File: src/meter_consts.vh
// constants of the meter monitor register bank: offsets, resets, fields, timing
// assumes a 25 MHz clock and a word-wide serial register port outside this bank
//
// Contract
// - three calibration gains hold 12-bit two's-complement values, bit 11 the sign.
// - accumulation period register sets energy update interval, 0.1 s per count.
// - at period end line active energy loads new total, holds until next end.
// - a period written mid-accumulation takes effect only when current period ends.
// - zero-cross missing flag after timeout counts of 70.5 us without crossing.
// - sag uses 8-bit duration at 10 ms per count, level versus rms bits 23:12.
// - output selector holds four 4-bit fields, lowest field drives pin 0.
// - field zero gives default: fault, reverse power, zero cross, active-low sag.
// - codes 1 to 11 route the eleven event signals in order; others reserved.
// - channel select indication is 0 for channel A and 1 for channel B.
// - mask holds enable bits 0 to 10 in flag order, cleared at reset.
// - status bit 11 shows the voltage reference below 2 V.
// - peak flag of a channel sets when its peak exceeds its 12-bit level.
// - reverse power flag sets when active power turns from positive to negative.
// - active and apparent half-full flags set when their accumulator passes half.
// - fault flag sets when rms difference of the current channels exceeds threshold.
// - two read-only 24-bit registers capture the last read and last written data.
// - checksum is the sum of registers 14h to 39h, recomputed on any change.
// - config writes accepted only after key 55h is in the write protection register.
`ifndef METER_CONSTS_VH
`define METER_CONSTS_VH

// ==========================================================================
// register offsets
`define OFS_CUR_A_GAIN 8'h2e
`define OFS_CUR_B_GAIN 8'h2f
`define OFS_VOLT_GAIN 8'h30
`define OFS_ACCUM_PERIOD 8'h31
`define OFS_ZX_TIMEOUT 8'h32
`define OFS_SAG_DURATION 8'h33
`define OFS_SAG_LEVEL 8'h34
`define OFS_CUR_A_PEAK 8'h35
`define OFS_CUR_B_PEAK 8'h36
`define OFS_VOLT_PEAK 8'h37
`define OFS_PIN_SELECT 8'h38
`define OFS_IRQ_ENABLE 8'h39
`define OFS_IRQ_FLAGS 8'h3a
`define OFS_LAST_READ 8'h3b
`define OFS_LAST_WRITE 8'h3c
`define OFS_CHECKSUM 8'h3d
`define OFS_UNLOCK_KEY 8'h3e

// ==========================================================================
// reset values and key
`define RST_ZX_TIMEOUT 16'hffff
`define RST_SAG_DURATION 8'hff
`define RST_SAG_LEVEL 12'h0ff
`define RST_CHECKSUM 24'h0121f2
`define UNLOCK_VALUE 8'h55

// ==========================================================================
// status flag positions
`define FLG_SAG 0
`define FLG_ZERO_CROSS_MISSING 1
`define FLG_ZX 2
`define FLG_PEAK_A 3
`define FLG_PEAK_B 4
`define FLG_PEAK_V 5
`define FLG_REVERSE_POWER_FLAG 6
`define FLG_ACT_HF 7
`define FLG_APP_HF 8
`define FLG_FAULT 9
`define FLG_CHANNEL_SELECT_FLAG 10
`define FLG_VREF_LOW 11

// ==========================================================================
// timing: units in ns, derived cycle counts
`define CLK_PERIOD_NS 40
`define ZX_LSB_NS 70500
`define ZX_LSB_CYCLES (`ZX_LSB_NS / `CLK_PERIOD_NS)
`define SAG_LSB_NS 10000000
`define SAG_LSB_CYCLES (`SAG_LSB_NS / `CLK_PERIOD_NS)
`define PERIOD_LSB_NS 100000000
`define PERIOD_LSB_CYCLES (`PERIOD_LSB_NS / `CLK_PERIOD_NS)

`endif

File: src/meter_monitor_register_bank.v
// meter monitor register bank: config registers, event flags, logic outputs
// assumes the serial framing delivers one-cycle read and write strobes with
// a byte address, and the measurement datapath supplies synchronous results
`include "meter_consts.vh"

module meter_monitor_register_bank #(
  parameter SAG_TICK_CYCLES = `SAG_LSB_CYCLES,
  parameter PERIOD_TICK_CYCLES = `PERIOD_LSB_CYCLES
) (
  input wire clk,
  input wire rst_n,
  input wire [7:0] reg_addr,
  input wire reg_wr,
  input wire [23:0] reg_wdata,
  input wire reg_rd,
  output reg [23:0] reg_rdata,
  output reg reg_rvalid,
  input wire [23:0] lower_config_sum,
  input wire [23:0] voltage_rms,
  input wire [23:0] current_a_rms,
  input wire [23:0] current_b_rms,
  input wire [11:0] imbalance_threshold,
  input wire [11:0] current_a_peak,
  input wire [11:0] current_b_peak,
  input wire [11:0] voltage_peak,
  input wire zero_cross_event,
  input wire power_negative,
  input wire active_energy_msb,
  input wire apparent_energy_msb,
  input wire channel_b_active,
  input wire vref_low,
  input wire energy_inc_valid,
  input wire [15:0] energy_inc,
  output reg [23:0] line_active_energy,
  output reg line_energy_update,
  output reg [11:0] current_a_cal_gain,
  output reg [11:0] current_b_cal_gain,
  output reg [11:0] voltage_cal_gain,
  output reg [3:0] logic_out,
  output reg irq_n
);

  // ========================================================================
  // register storage
  reg [11:0] energy_accum_period;
  reg [15:0] zero_cross_timeout;
  reg [7:0] sag_duration;
  reg [11:0] sag_level;
  reg [11:0] current_a_peak_level;
  reg [11:0] current_b_peak_level;
  reg [11:0] voltage_peak_level;
  reg [15:0] output_pin_select;
  reg [11:0] irq_enable;

  reg [11:0] irq_flags;
  reg [23:0] last_read_data;
  reg [23:0] last_write_data;
  reg [23:0] config_checksum;
  reg [7:0] write_unlock_key;

  // key gate and flag clear strobe
  wire unlocked = (write_unlock_key == `UNLOCK_VALUE);
  wire cfg_wr = reg_wr & unlocked;
  wire flag_rd = reg_rd & (reg_addr == `OFS_IRQ_FLAGS);

  // protected configuration writes
  always @(posedge clk) begin
    if (!rst_n) begin
      current_a_cal_gain <= 12'h000;
      current_b_cal_gain <= 12'h000;
      voltage_cal_gain <= 12'h000;
      energy_accum_period <= 12'h000;
      zero_cross_timeout <= `RST_ZX_TIMEOUT;
      sag_duration <= `RST_SAG_DURATION;
      sag_level <= `RST_SAG_LEVEL;
      current_a_peak_level <= 12'h000;
      current_b_peak_level <= 12'h000;
      voltage_peak_level <= 12'h000;
      output_pin_select <= 16'h0000;
      irq_enable <= 12'h000;
    end else if (cfg_wr) begin
      case (reg_addr)
        `OFS_CUR_A_GAIN: current_a_cal_gain <= reg_wdata[11:0];
        `OFS_CUR_B_GAIN: current_b_cal_gain <= reg_wdata[11:0];
        `OFS_VOLT_GAIN: voltage_cal_gain <= reg_wdata[11:0];
        `OFS_ACCUM_PERIOD: energy_accum_period <= reg_wdata[11:0];
        `OFS_ZX_TIMEOUT: zero_cross_timeout <= reg_wdata[15:0];
        `OFS_SAG_DURATION: sag_duration <= reg_wdata[7:0];
        `OFS_SAG_LEVEL: sag_level <= reg_wdata[11:0];
        `OFS_CUR_A_PEAK: current_a_peak_level <= reg_wdata[11:0];
        `OFS_CUR_B_PEAK: current_b_peak_level <= reg_wdata[11:0];
        `OFS_VOLT_PEAK: voltage_peak_level <= reg_wdata[11:0];
        `OFS_PIN_SELECT: output_pin_select <= reg_wdata[15:0];
        `OFS_IRQ_ENABLE: irq_enable <= {1'b0, reg_wdata[10:0]};
        default: irq_enable <= irq_enable;
      endcase
    end
  end

  // key register is always writable; last written word captured on any write
  always @(posedge clk) begin
    if (!rst_n) begin
      write_unlock_key <= 8'h00;
      last_write_data <= 24'h000000;
    end else if (reg_wr) begin
      last_write_data <= reg_wdata;
      if (reg_addr == `OFS_UNLOCK_KEY) begin
        write_unlock_key <= reg_wdata[7:0];
      end
    end
  end

  // ========================================================================
  // read path: data one cycle after the strobe, unmapped reads give zero
  reg [23:0] read_mux;

  always @* begin
    case (reg_addr)
      `OFS_CUR_A_GAIN: read_mux = {12'h000, current_a_cal_gain};
      `OFS_CUR_B_GAIN: read_mux = {12'h000, current_b_cal_gain};
      `OFS_VOLT_GAIN: read_mux = {12'h000, voltage_cal_gain};
      `OFS_ACCUM_PERIOD: read_mux = {12'h000, energy_accum_period};
      `OFS_ZX_TIMEOUT: read_mux = {8'h00, zero_cross_timeout};
      `OFS_SAG_DURATION: read_mux = {16'h0000, sag_duration};
      `OFS_SAG_LEVEL: read_mux = {12'h000, sag_level};
      `OFS_CUR_A_PEAK: read_mux = {12'h000, current_a_peak_level};
      `OFS_CUR_B_PEAK: read_mux = {12'h000, current_b_peak_level};
      `OFS_VOLT_PEAK: read_mux = {12'h000, voltage_peak_level};
      `OFS_PIN_SELECT: read_mux = {8'h00, output_pin_select};
      `OFS_IRQ_ENABLE: read_mux = {12'h000, irq_enable};
      `OFS_IRQ_FLAGS: read_mux = {12'h000, irq_flags};
      `OFS_LAST_READ: read_mux = last_read_data;
      `OFS_LAST_WRITE: read_mux = last_write_data;
      `OFS_CHECKSUM: read_mux = config_checksum;
      `OFS_UNLOCK_KEY: read_mux = {16'h0000, write_unlock_key};
      default: read_mux = 24'h000000;
    endcase
  end

  // registered read answer and last-read shadow
  always @(posedge clk) begin
    if (!rst_n) begin
      reg_rdata <= 24'h000000;
      reg_rvalid <= 1'b0;
      last_read_data <= 24'h000000;
    end else begin
      reg_rvalid <= reg_rd;
      if (reg_rd) begin
        reg_rdata <= read_mux;
        last_read_data <= read_mux;
      end
    end
  end

  // ========================================================================
  // checksum over 14h..39h, lower part summed outside this bank
  wire [23:0] own_sum = {12'h000, current_a_cal_gain} + {12'h000, current_b_cal_gain}
    + {12'h000, voltage_cal_gain} + {12'h000, energy_accum_period}
    + {8'h00, zero_cross_timeout} + {16'h0000, sag_duration} + {12'h000, sag_level}
    + {12'h000, current_a_peak_level} + {12'h000, current_b_peak_level}
    + {12'h000, voltage_peak_level} + {8'h00, output_pin_select}
    + {12'h000, irq_enable};

  wire [23:0] next_checksum = lower_config_sum + own_sum;

  // refreshed every cycle, so any change shows one cycle later
  always @(posedge clk) begin
    if (!rst_n) begin
      config_checksum <= `RST_CHECKSUM;
    end else begin
      config_checksum <= next_checksum;
    end
  end

  // ========================================================================
  // zero-crossing timeout: lsb ticks counted since last crossing
  reg [11:0] zx_tick_cnt;
  reg [15:0] zx_lsb_cnt;
  reg zx_missing;

  wire zx_tick = (zx_tick_cnt == `ZX_LSB_CYCLES - 1);
  // crossing restarts the count
  always @(posedge clk) begin
    if (!rst_n) begin
      zx_tick_cnt <= 12'h000;
      zx_lsb_cnt <= 16'h0000;
      zx_missing <= 1'b0;
    end else if (zero_cross_event) begin
      zx_tick_cnt <= 12'h000;
      zx_lsb_cnt <= 16'h0000;
      zx_missing <= 1'b0;
    end else begin
      zx_tick_cnt <= zx_tick ? 12'h000 : zx_tick_cnt + 12'h001;
      if (zx_tick && !zx_missing) begin
        if (zx_lsb_cnt + 16'h0001 >= zero_cross_timeout) begin
          zx_missing <= 1'b1;
        end
        zx_lsb_cnt <= zx_lsb_cnt + 16'h0001;
      end
    end
  end

  // ========================================================================
  // sag: voltage rms below level for the programmed duration
  reg [31:0] sag_tick_cnt;
  reg [7:0] sag_lsb_cnt;
  reg sag_active;

  wire below_level = (voltage_rms[23:12] < sag_level);

  wire sag_tick = (sag_tick_cnt == SAG_TICK_CYCLES - 1);
  always @(posedge clk) begin
    if (!rst_n) begin
      sag_tick_cnt <= 32'h00000000;
      sag_lsb_cnt <= 8'h00;
      sag_active <= 1'b0;
    end else if (!below_level) begin
      sag_tick_cnt <= 32'h00000000;
      sag_lsb_cnt <= 8'h00;
      sag_active <= 1'b0;
    end else begin
      sag_tick_cnt <= sag_tick ? 32'h00000000 : sag_tick_cnt + 32'h00000001;
      if (sag_tick && !sag_active) begin
        if (sag_lsb_cnt + 8'h01 >= sag_duration) begin
          sag_active <= 1'b1;
        end
        sag_lsb_cnt <= sag_lsb_cnt + 8'h01;
      end
    end
  end

  // ========================================================================
  // energy accumulation period with deferred period reload
  reg [31:0] per_tick_cnt;
  reg [11:0] per_lsb_cnt;
  reg [11:0] active_period;
  reg [23:0] energy_accum;

  wire per_tick = (per_tick_cnt == PERIOD_TICK_CYCLES - 1);
  wire period_end = per_tick && (per_lsb_cnt + 12'h001 >= active_period);
  wire [23:0] energy_sum = energy_accum + (energy_inc_valid ? {8'h00, energy_inc} : 24'h000000);

  always @(posedge clk) begin
    if (!rst_n) begin
      per_tick_cnt <= 32'h00000000;
      per_lsb_cnt <= 12'h000;
      active_period <= 12'h000;
      energy_accum <= 24'h000000;
      line_active_energy <= 24'h000000;
      line_energy_update <= 1'b0;
    end else begin
      line_energy_update <= 1'b0;
      per_tick_cnt <= per_tick ? 32'h00000000 : per_tick_cnt + 32'h00000001;
      if (active_period == 12'h000) begin
        active_period <= energy_accum_period; // idle until a period is set
        per_lsb_cnt <= 12'h000;
        energy_accum <= 24'h000000;
      end else if (period_end) begin
        line_active_energy <= energy_sum;
        line_energy_update <= 1'b1;
        energy_accum <= 24'h000000;
        per_lsb_cnt <= 12'h000;
        active_period <= energy_accum_period;
      end else begin
        energy_accum <= energy_sum;
        if (per_tick) begin
          per_lsb_cnt <= per_lsb_cnt + 12'h001;
        end
      end
    end
  end

  // ========================================================================
  // event levels and edge history
  reg power_neg_d;
  reg act_msb_d;
  reg app_msb_d;

  wire peak_a = (current_a_peak > current_a_peak_level);
  wire peak_b = (current_b_peak > current_b_peak_level);
  wire peak_v = (voltage_peak > voltage_peak_level);

  wire [23:0] rms_diff = (current_a_rms > current_b_rms) ? current_a_rms - current_b_rms
    : current_b_rms - current_a_rms;

  wire fault = (rms_diff > {4'h0, imbalance_threshold, 8'h00});

  wire reverse_power_flag_edge = power_negative & ~power_neg_d;
  wire act_hf_edge = active_energy_msb & ~act_msb_d;
  wire app_hf_edge = apparent_energy_msb & ~app_msb_d;

  always @(posedge clk) begin
    if (!rst_n) begin
      power_neg_d <= 1'b0;
      act_msb_d <= 1'b0;
      app_msb_d <= 1'b0;
    end else begin
      power_neg_d <= power_negative;
      act_msb_d <= active_energy_msb;
      app_msb_d <= apparent_energy_msb;
    end
  end

  // sticky status: set by events, cleared by reading, set wins over clear
  wire [11:0] flag_set;

  assign flag_set[`FLG_SAG] = sag_active;
  assign flag_set[`FLG_ZERO_CROSS_MISSING] = zx_missing;
  assign flag_set[`FLG_ZX] = zero_cross_event;
  assign flag_set[`FLG_PEAK_A] = peak_a;
  assign flag_set[`FLG_PEAK_B] = peak_b;
  assign flag_set[`FLG_PEAK_V] = peak_v;
  assign flag_set[`FLG_REVERSE_POWER_FLAG] = reverse_power_flag_edge;
  assign flag_set[`FLG_ACT_HF] = act_hf_edge;
  assign flag_set[`FLG_APP_HF] = app_hf_edge;
  assign flag_set[`FLG_FAULT] = fault;
  assign flag_set[`FLG_CHANNEL_SELECT_FLAG] = channel_b_active;
  assign flag_set[`FLG_VREF_LOW] = vref_low;

  always @(posedge clk) begin
    if (!rst_n) begin
      irq_flags <= 12'h000;
    end else begin
      irq_flags <= (flag_rd ? 12'h000 : irq_flags) | flag_set;
    end
  end

  // interrupt output, active low
  always @(posedge clk) begin
    if (!rst_n) begin
      irq_n <= 1'b1;
    end else begin
      irq_n <= ~|(irq_flags[10:0] & irq_enable[10:0]);
    end
  end

  // ========================================================================
  // logic output pins
  wire [3:0] default_sig = {~sag_active, zero_cross_event, power_negative, fault};

  wire [11:0] route_sig = {channel_b_active, fault, apparent_energy_msb, active_energy_msb,
    power_negative, peak_v, peak_b, peak_a, zero_cross_event, zx_missing, ~sag_active, 1'b0};

  // pick each pin from its 4-bit field
  reg [3:0] next_logic_out;
  reg [3:0] code;
  integer i;

  always @* begin
    next_logic_out = 4'h0;
    code = 4'h0;
    for (i = 0; i < 4; i = i + 1) begin
      code = output_pin_select[4 * i +: 4];
      if (code == 4'h0) begin
        next_logic_out[i] = default_sig[i];
      end else if (code <= 4'hb) begin
        next_logic_out[i] = route_sig[code];
      end else begin
        next_logic_out[i] = 1'b0;
      end
    end
  end

  always @(posedge clk) begin
    if (!rst_n) begin
      logic_out <= 4'h0;
    end else begin
      logic_out <= next_logic_out;
    end
  end

endmodule

File: config.mk
export PLATFORM = sky130hd
export DESIGN_NAME = meter_monitor_register_bank
export DESIGN_NICKNAME = d
export VERILOG_FILES = /design/src/meter_monitor_register_bank.v
export VERILOG_INCLUDE_DIRS = /design/src
export SDC_FILE = /design/constraint.sdc
export NUM_CORES = 1
export LEC_CHECK = 0
export ABC_AREA = 1
export BUFFER_PORTS_ARGS = -buffer_cell sky130_fd_sc_hd__buf_2
export CAP_MARGIN = 10
export CORE_ASPECT_RATIO = 2
export CORE_MARGIN = 3
export CORE_UTILIZATION = 45
export CTS_BUF_LIST = sky130_fd_sc_hd__clkbuf_8
export DETAILED_ROUTE_END_ITERATION = 7
export SLEW_MARGIN = 20
export SYNTH_ARGS = -nofsm -noshare
export SYNTH_HDL_FRONTEND = slang
export SYNTH_SLANG_ARGS = --single-unit
File: constraint.sdc
create_clock -name clk -period 9.2 [get_ports clk]
set_input_delay 0.46 -clock clk [delete_from_list [all_inputs] [get_ports clk]]
set_output_delay 0.46 -clock clk [all_outputs]
set_load 0.05 [all_outputs]
Word level (Yosys, flattened, before mapping)
Cells that the tools add are included.
{"block": "word_totals", "ff_bits": 423, "in_bits": 203, "output_inout_bits": 91, "word_cells": 169}
{"block": "op_classes", "n_addsub": 21, "n_lt_le_gt_ge": 17, "eq_ne": 21, "muxes": 23, "bitwise": 15, "reduce_logical": 37}
{"cell": "$pmux 24 s17", "n": 1}
{"cell": "$eq 8x6->1 const B", "n": 17}
{"cell": "$add 32x1->32 const B", "n": 2}
{"cell": "$sub 24x24->24", "n": 2}
{"cell": "$gt 12x12->1", "n": 3}
{"cell": "$mux 12", "n": 3}
{"cell": "$reduce_and 2->1", "n": 18}
{"cell": "$eq 32x18->1 const B", "n": 1}
{"cell": "$eq 32x22->1 const B", "n": 1}
{"cell": "$add 12x1->12 const B", "n": 2}
{"cell": "$add 23x11->24", "n": 1}
{"cell": "$add 24x16->24", "n": 1}
{"cell": "$add 24x24->24", "n": 1}
{"cell": "$gt 24x20->1", "n": 1}
{"cell": "$gt 24x24->1", "n": 1}
{"cell": "$mux 24", "n": 1}
{"cell": "$add 22x16->23", "n": 1}
{"cell": "$add 21x12->22", "n": 1}
{"cell": "$add 20x12->21", "n": 1}
{"cell": "$add 19x12->20", "n": 1}
{"cell": "$lt 4x5->1 const B", "n": 4}
{"cell": "$add 18x12->19", "n": 1}
{"cell": "$add 17x8->18", "n": 1}
{"cell": "$add 15x16->17", "n": 1}
{"cell": "other kinds (27)", "n": 67}

Longest topological paths before layout
{"block": "depth", "ltp_word": 12, "depth_mapped": 30, "depth_no_buf": 28}

Worst setup path after synthesis
Ideal clock, no wire load.
{"block": "synth_path", "path_type": "flip-flop to flip-flop", "from": "register current_a_cal_gain[4]", "to": "register config_checksum[22]", "setup_ns": 0.113, "arrival_time_ns": 4.953, "required_time_ns": 9.087, "slack_ns": 4.134, "path_stages_with_launch": 20, "path_buffers": 0, "period_less_slack_ns": 5.066, "cell_sequence": "dfxtp_1 -> inv_1 -> fa_1 -> inv_1 -> fa_1 -> fa_1 -> fa_1 -> inv_1 -> fa_1 -> inv_1 -> ha_1 -> inv_1 -> nor3_1 -> nand2_1 -> o311ai_0 -> nand2_1 -> a21boi_0 -> nand2_1 -> nand2_1 -> nor2_1"}
{"block": "synth_via", "elab_chain_cells": 12}
{"item": "start: declaration", "line": "meter_monitor_register_bank.v:36", "text": "output reg [11:0] current_a_cal_gain,"}
{"item": "start signal: assignment", "line": "meter_monitor_register_bank.v:83", "text": "`OFS_CUR_A_GAIN: current_a_cal_gain <= reg_wdata[11:0];"}
{"item": "$add 12x12->13", "line": "meter_monitor_register_bank.v:157", "text": "wire [23:0] own_sum = {12'h000, current_a_cal_gain} + {12'h000, current_b_cal_gain}"}
{"item": "$add 13x12->14", "line": "meter_monitor_register_bank.v:158", "text": "+ {12'h000, voltage_cal_gain} + {12'h000, energy_accum_period}"}
{"item": "$add 14x12->15", "line": "meter_monitor_register_bank.v:158"}
{"item": "$add 15x16->17", "line": "meter_monitor_register_bank.v:159", "text": "+ {8'h00, zero_cross_timeout} + {16'h0000, sag_duration} + {12'h000, sag_level}"}
{"item": "$add 17x8->18", "line": "meter_monitor_register_bank.v:159"}
{"item": "$add 18x12->19", "line": "meter_monitor_register_bank.v:159"}
{"item": "$add 19x12->20", "line": "meter_monitor_register_bank.v:160", "text": "+ {12'h000, current_a_peak_level} + {12'h000, current_b_peak_level}"}
{"item": "$add 20x12->21", "line": "meter_monitor_register_bank.v:160"}
{"item": "$add 21x12->22", "line": "meter_monitor_register_bank.v:161", "text": "+ {12'h000, voltage_peak_level} + {8'h00, output_pin_select}"}
{"item": "$add 22x16->23", "line": "meter_monitor_register_bank.v:161"}
{"item": "$add 23x11->24", "line": "meter_monitor_register_bank.v:162", "text": "+ {12'h000, irq_enable};"}
{"item": "$add 24x24->24", "line": "meter_monitor_register_bank.v:164", "text": "wire [23:0] next_checksum = lower_config_sum + own_sum;"}
{"item": "end signal: assignment", "line": "meter_monitor_register_bank.v:169", "text": "config_checksum <= `RST_CHECKSUM;"}
{"item": "end signal: assignment", "line": "meter_monitor_register_bank.v:171", "text": "config_checksum <= next_checksum;"}
{"item": "end: declaration", "line": "meter_monitor_register_bank.v:58", "text": "reg [23:0] config_checksum;"}
Every way passes these cells.
A chain may end at the register's enable or synchronous reset.

Worst setup path after layout
{"block": "layout_path", "from": "register energy_accum_period[4]", "to": "register config_checksum[22]"}
{"block": "layout_via", "elab_chain_cells": 10}
{"item": "start: declaration", "line": "meter_monitor_register_bank.v:45", "text": "reg [11:0] energy_accum_period;"}
{"item": "start signal: assignment", "line": "meter_monitor_register_bank.v:86", "text": "`OFS_ACCUM_PERIOD: energy_accum_period <= reg_wdata[11:0];"}
{"item": "$add 14x12->15", "line": "meter_monitor_register_bank.v:158"}
{"item": "$add 15x16->17", "line": "meter_monitor_register_bank.v:159"}
{"item": "$add 17x8->18", "line": "meter_monitor_register_bank.v:159"}
{"item": "$add 18x12->19", "line": "meter_monitor_register_bank.v:159"}
{"item": "$add 19x12->20", "line": "meter_monitor_register_bank.v:160"}
{"item": "$add 20x12->21", "line": "meter_monitor_register_bank.v:160"}
{"item": "$add 21x12->22", "line": "meter_monitor_register_bank.v:161"}
{"item": "$add 22x16->23", "line": "meter_monitor_register_bank.v:161"}
{"item": "$add 23x11->24", "line": "meter_monitor_register_bank.v:162"}
{"item": "$add 24x24->24", "line": "meter_monitor_register_bank.v:164"}
Every way passes these cells.

==> run summary <==
=====================================================================================================
Worst-margin pin slew                                                                         1.13 ns
Overall via count from detail_route                                                            27,154
FILL cells                                                                                      6,494
Number of buffers on the longest clock path                                                         3
Share of synthesized cell area in and, or, nand and nor gates                                   0.209
Clock tree from TritonCTS                                                                         yes
Data arrival time of the critical path                                                        6.37 ns
Vertical die dimension                                                                    363 microns
Gate Count Post-Synth                                                                           3,937
Reported net switching power                                                                  1.51 mW
H-tree depth                                                                                        3
Number of sinks handled by clock tree synthesis                                                   423
Detailed-placement wirelength estimate                                                        84.7 mm
Fin worst setup slack                                                                         3.38 ns
Post-Place Worst Slack                                                                        3.26 ns
Largest incremental delay on the critical path                                                0.73 ns
Max-slew violation count                                                                            0
Number of antenna violations at the first check in global routing                                   3
Share of power burned in the clock network                                                      0.360
Pwr Total                                                                                     4.63 mW
Ratio of final minimum period to clock period                                                   0.633
Maximum fanout along the worst path                                                                 5
Std-Cell Rows                                                                                     130
Total of warnings raised by yosys                                                                   0
Die extent in x                                                                           185 microns
Number of synthesized register bits                                                               423
Top flip-flop cell by instance count after synthesis                                     sky130_fd_sc_hd__dfxtp_1
Setup violations, final                                                                             0
Logic depth of the worst register-to-register path                                                 19
Via density per instance                                                                         5.39
Leakage                                                                                       15.4 nW
Fraction of power consumed by combinational cells                                               0.221
Sum of routed wire length over all layers                                                      104 mm
Total internal power                                                                          3.12 mW
Fin Setup TNS                                                                                    0 ns
Critical path origin                                                                     energy_accum_period[4]
Status                                                                                   finished, final reports clean
RSZ-0062 raised after global routing                                                               no
Hold Crit Class                                                                          input port to flip-flop
Type of destination of the critical path                                                    flip-flop
Placed standard-cell area                                                                30,800 sq um
Routed wire length per instance                                                          20.6 microns
Main combinational cell family by area after synthesis                                   simple AND/OR/NAND/NOR gates
Die Outline Area                                                                         67,100 sq um
Synthesis-to-layout area growth                                                                 12.1%
Max Clock Freq                                                                                172 MHz
Sort of element at the start of the critical path                                           flip-flop
Remaining antenna violation count                                                                   0
Min Clock Period, post-route                                                                  5.82 ns
Crit Path Class                                                                          flip-flop to flip-flop
Cell area after layout                                                                   32,200 sq um
Weighted congestion at the end of routability-driven global placement                            1.02
Worst IR Drop VDD                                                                            0.101 mV
Seq/Total Area, Yosys                                                                           0.295
Count of boundary I/O pins                                                                        294
Synth area leader                                                                        sky130_fd_sc_hd__dfxtp_1
Final number of hold-violating endpoints                                                            0
Max-cap violations                                                                                  0
Critical path cell sequence                                                              inv_1 > fa_1 > inv_1 > fa_1 > fa_1 > fa_1 > inv_1 > fa_1 > inv_1 > ha_1 > inv_1 > nor3_1 > nand2_1 > o311ai_0 > nand2_1 > a21boi_0 > nand2_1 > nand2_1 > nor2_1
Clock latency on the worst-skew pair                                                          0.66 ns
Area of combinational cells with multiple inputs                                         17,000 sq um
Capture point of the worst path                                                          config_checksum[22]
Global routing usage summed across all routing layers                                           0.306
Dominant cells by area after synthesis                                                   sky130_fd_sc_hd__dfxtp_1, sky130_fd_sc_hd__ha_1, sky130_fd_sc_hd__inv_1, sky130_fd_sc_hd__fa_1, sky130_fd_sc_hd__nand2_1
Floorplan Core Area                                                                      62,900 sq um
1st-iter DRT viols                                                                              1,700
EDFF count, synth                                                                                   0
Util after Layout                                                                               0.512
Origin of the critical flop-to-flop path                                                 energy_accum_period[4]
Leftover overflow at the end of global routing                                                      0
Normalized max-slew margin                                                                      0.245
Worst Path Required                                                                           9.75 ns
Clock Skew                                                                                  0.0443 ns
Largest net degree at the start of global routing                                                  84
Minimum setup slack among reg-to-reg paths                                                    3.38 ns
Fraction of power consumed by sequential logic                                                  0.419
Number of remaining DRC errors                                                                      0
Min-Delay Path Depth                                                                                3
Share of the synthesized area in the top cell type                                              0.295
Post-synth ARST share                                                                               0
Number of detailed-routing iterations run before antenna repair                                     6
Share of post-route cells with drive strength above 1                                           0.121
Initial cell density of the core                                                                0.456
Proportion of synthesized area in mux cells                                                  0.000697
Post-Synth XOR/XNOR Area                                                                       0.0262
Power per cell area                                                                       144 nW/um^2
Post-CTS Resized                                                                                    0
Synth Area in Compound Gates                                                                    0.169
End of the worst register-to-register path                                               config_checksum[22]
Number of global-route vias before repair                                                      27,301
Netlist cell types                                                                                 62
Synthesized Nets                                                                                4,489
CTS root buf                                                                             sky130_fd_sc_hd__clkbuf_8
Sequential cell area                                                                       8470 sq um
Slowest stage cell, crit path                                                            sky130_fd_sc_hd__o311ai_0
Post-synthesis share of cell area spent on full adders, half adders and majority gates          0.187
Netlist area before placement                                                            28,700 sq um
Num CTS Buffers                                                                                    68
Average cell area after synthesis                                                          7.30 sq um
Layout Nets                                                                                     4,747
Clock-pin slew on the worst setup and hold paths                                              0.07 ns
Number of buffer cells added on primary ports                                                     281
Global-route wire length before repair                                                         155 mm
Switching Fraction                                                                              0.326
=====================================================================================================
==> worst min path at each step <==
| stage | startpoint | to | slack [ns] |
|---|---|---|---|
| 3_3_place_gp | app_msb_d | irq_flags[8] | 0.41 |
| 2_1_floorplan | power_neg_d | irq_flags[6] | 0.40 |
| 4_1_cts | reg_wdata[11] | zero_cross_timeout[11] | 0.006 |
| 3_5_place_dp | power_neg_d | irq_flags[6] | 0.41 |
| 5_1_grt | reg_wdata[11] | zero_cross_timeout[11] | 0.05 |
| 6_report | reg_wdata[8] | zero_cross_timeout[8] | 0.04 |
==> registers in the layout, indices dropped and copies added, names as in the netlist, 24 cells and up <==
signal,count
sag_tick_cnt,32
energy_accum,24
last_read_data,24
per_tick_cnt,32
last_write_data,24
config_checksum,24
line_active_energy,24
==> final cells by class <==
type,instances,share of cell area
antenna,5,0.000388
clock buffer,88,0.0376
clock inverter,30,0.00443
inverter,728,0.0850
multi-input combinational,2666,0.529
sequential,423,0.263
tap,792,0.0308
timing repair buffer,308,0.0502
==> power by group through the flow <==
stage	Clock (mW)	Combinational, mW	Sequential [mW]
CTS	1.71	1.02	1.94
finish	1.67	1.02	1.94
detailed placement	0	1.02	1.98
global placement	0	1.00	1.98
global route	1.77	1.15	1.95
floorplan	0	0.709	1.98
==> metal layers <==
layer	GRT usage	vias up	part of all wire
li1	-	13320	-
met1	0.293	12556	0.33
met2	0.557	920	0.51
met3	0.0439	356	0.051
met4	0.274	2	0.11
met5	0	-	0.00013
==> cell usage after synthesis (9+ instances only) <==
master and count:
sky130_fd_sc_hd__a211oi_1 33, sky130_fd_sc_hd__a21o_1 10, sky130_fd_sc_hd__a21oi_1 422, sky130_fd_sc_hd__a221oi_1 29, sky130_fd_sc_hd__a31oi_1 9, sky130_fd_sc_hd__buf_2 30
sky130_fd_sc_hd__clkbuf_1 80, sky130_fd_sc_hd__clkinv_1 13, sky130_fd_sc_hd__dfxtp_1 423, sky130_fd_sc_hd__fa_1 132, sky130_fd_sc_hd__ha_1 217, sky130_fd_sc_hd__inv_1 706
sky130_fd_sc_hd__nand2_1 701, sky130_fd_sc_hd__nand2_2 20, sky130_fd_sc_hd__nand3_1 120, sky130_fd_sc_hd__nand3_2 9, sky130_fd_sc_hd__nand4_1 65, sky130_fd_sc_hd__nor2_1 272
sky130_fd_sc_hd__nor2_2 15, sky130_fd_sc_hd__nor3_1 48, sky130_fd_sc_hd__nor3b_1 12, sky130_fd_sc_hd__nor4_1 30, sky130_fd_sc_hd__o21ai_0 290, sky130_fd_sc_hd__o21ai_1 9
sky130_fd_sc_hd__o22ai_1 33, sky130_fd_sc_hd__or2_2 12, sky130_fd_sc_hd__xnor2_1 28, sky130_fd_sc_hd__xor2_1 58
==> worst max-delay path: cells and delay by family (launching register included) <==
kind                     cells  cell delay [ns]
adder cells (fa/ha/maj)      6             3.05
AO/OA/AOI/OAI                2             1.00
AND/OR/NAND/NOR              6             0.88
flip-flops                   1             0.44
buffers and inverters        5             0.35
==> layout by cell type, fill, tap and decap left out, drive strengths merged, types with 35 or more instances in the layout <==
cell      n
nor4     35
xor2     58
nand3   133
fa      132
nand4    66
buf     307
o21ai   300
a21oi   425
inv     735
nor2    295
clkbuf   88
nor3     56
dfxtp   423
ha      217
nand2   722
==> timing repair <==
action	4_1_cts	5_1_grt
hold buffers	1	0
hold endpoints to repair	1	0
setup buffers	0	0
==> per-stage QoR <==
step | std cells | hold WS (ns)
2_1_floorplan | 3937 | 0.399
3_3_place_gp | 4916 | 0.406
3_5_place_dp | 4916 | 0.415
4_1_cts | 5035 | 0.00633
5_1_grt | 5036 | 0.0503
6_report | 5040 | 0.0400
==> cells by family (layout without fill, tap and decap cells) <==
kind of cell,after synthesis,after routing
flops,423,423
mux,2,2
buf+inv,848,1154
xor+xnor,86,86
fa+ha+maj,349,349
other cells,0,5
simple gates,1344,1344
compound gates,885,885
(Power assumes the default switching activity.)
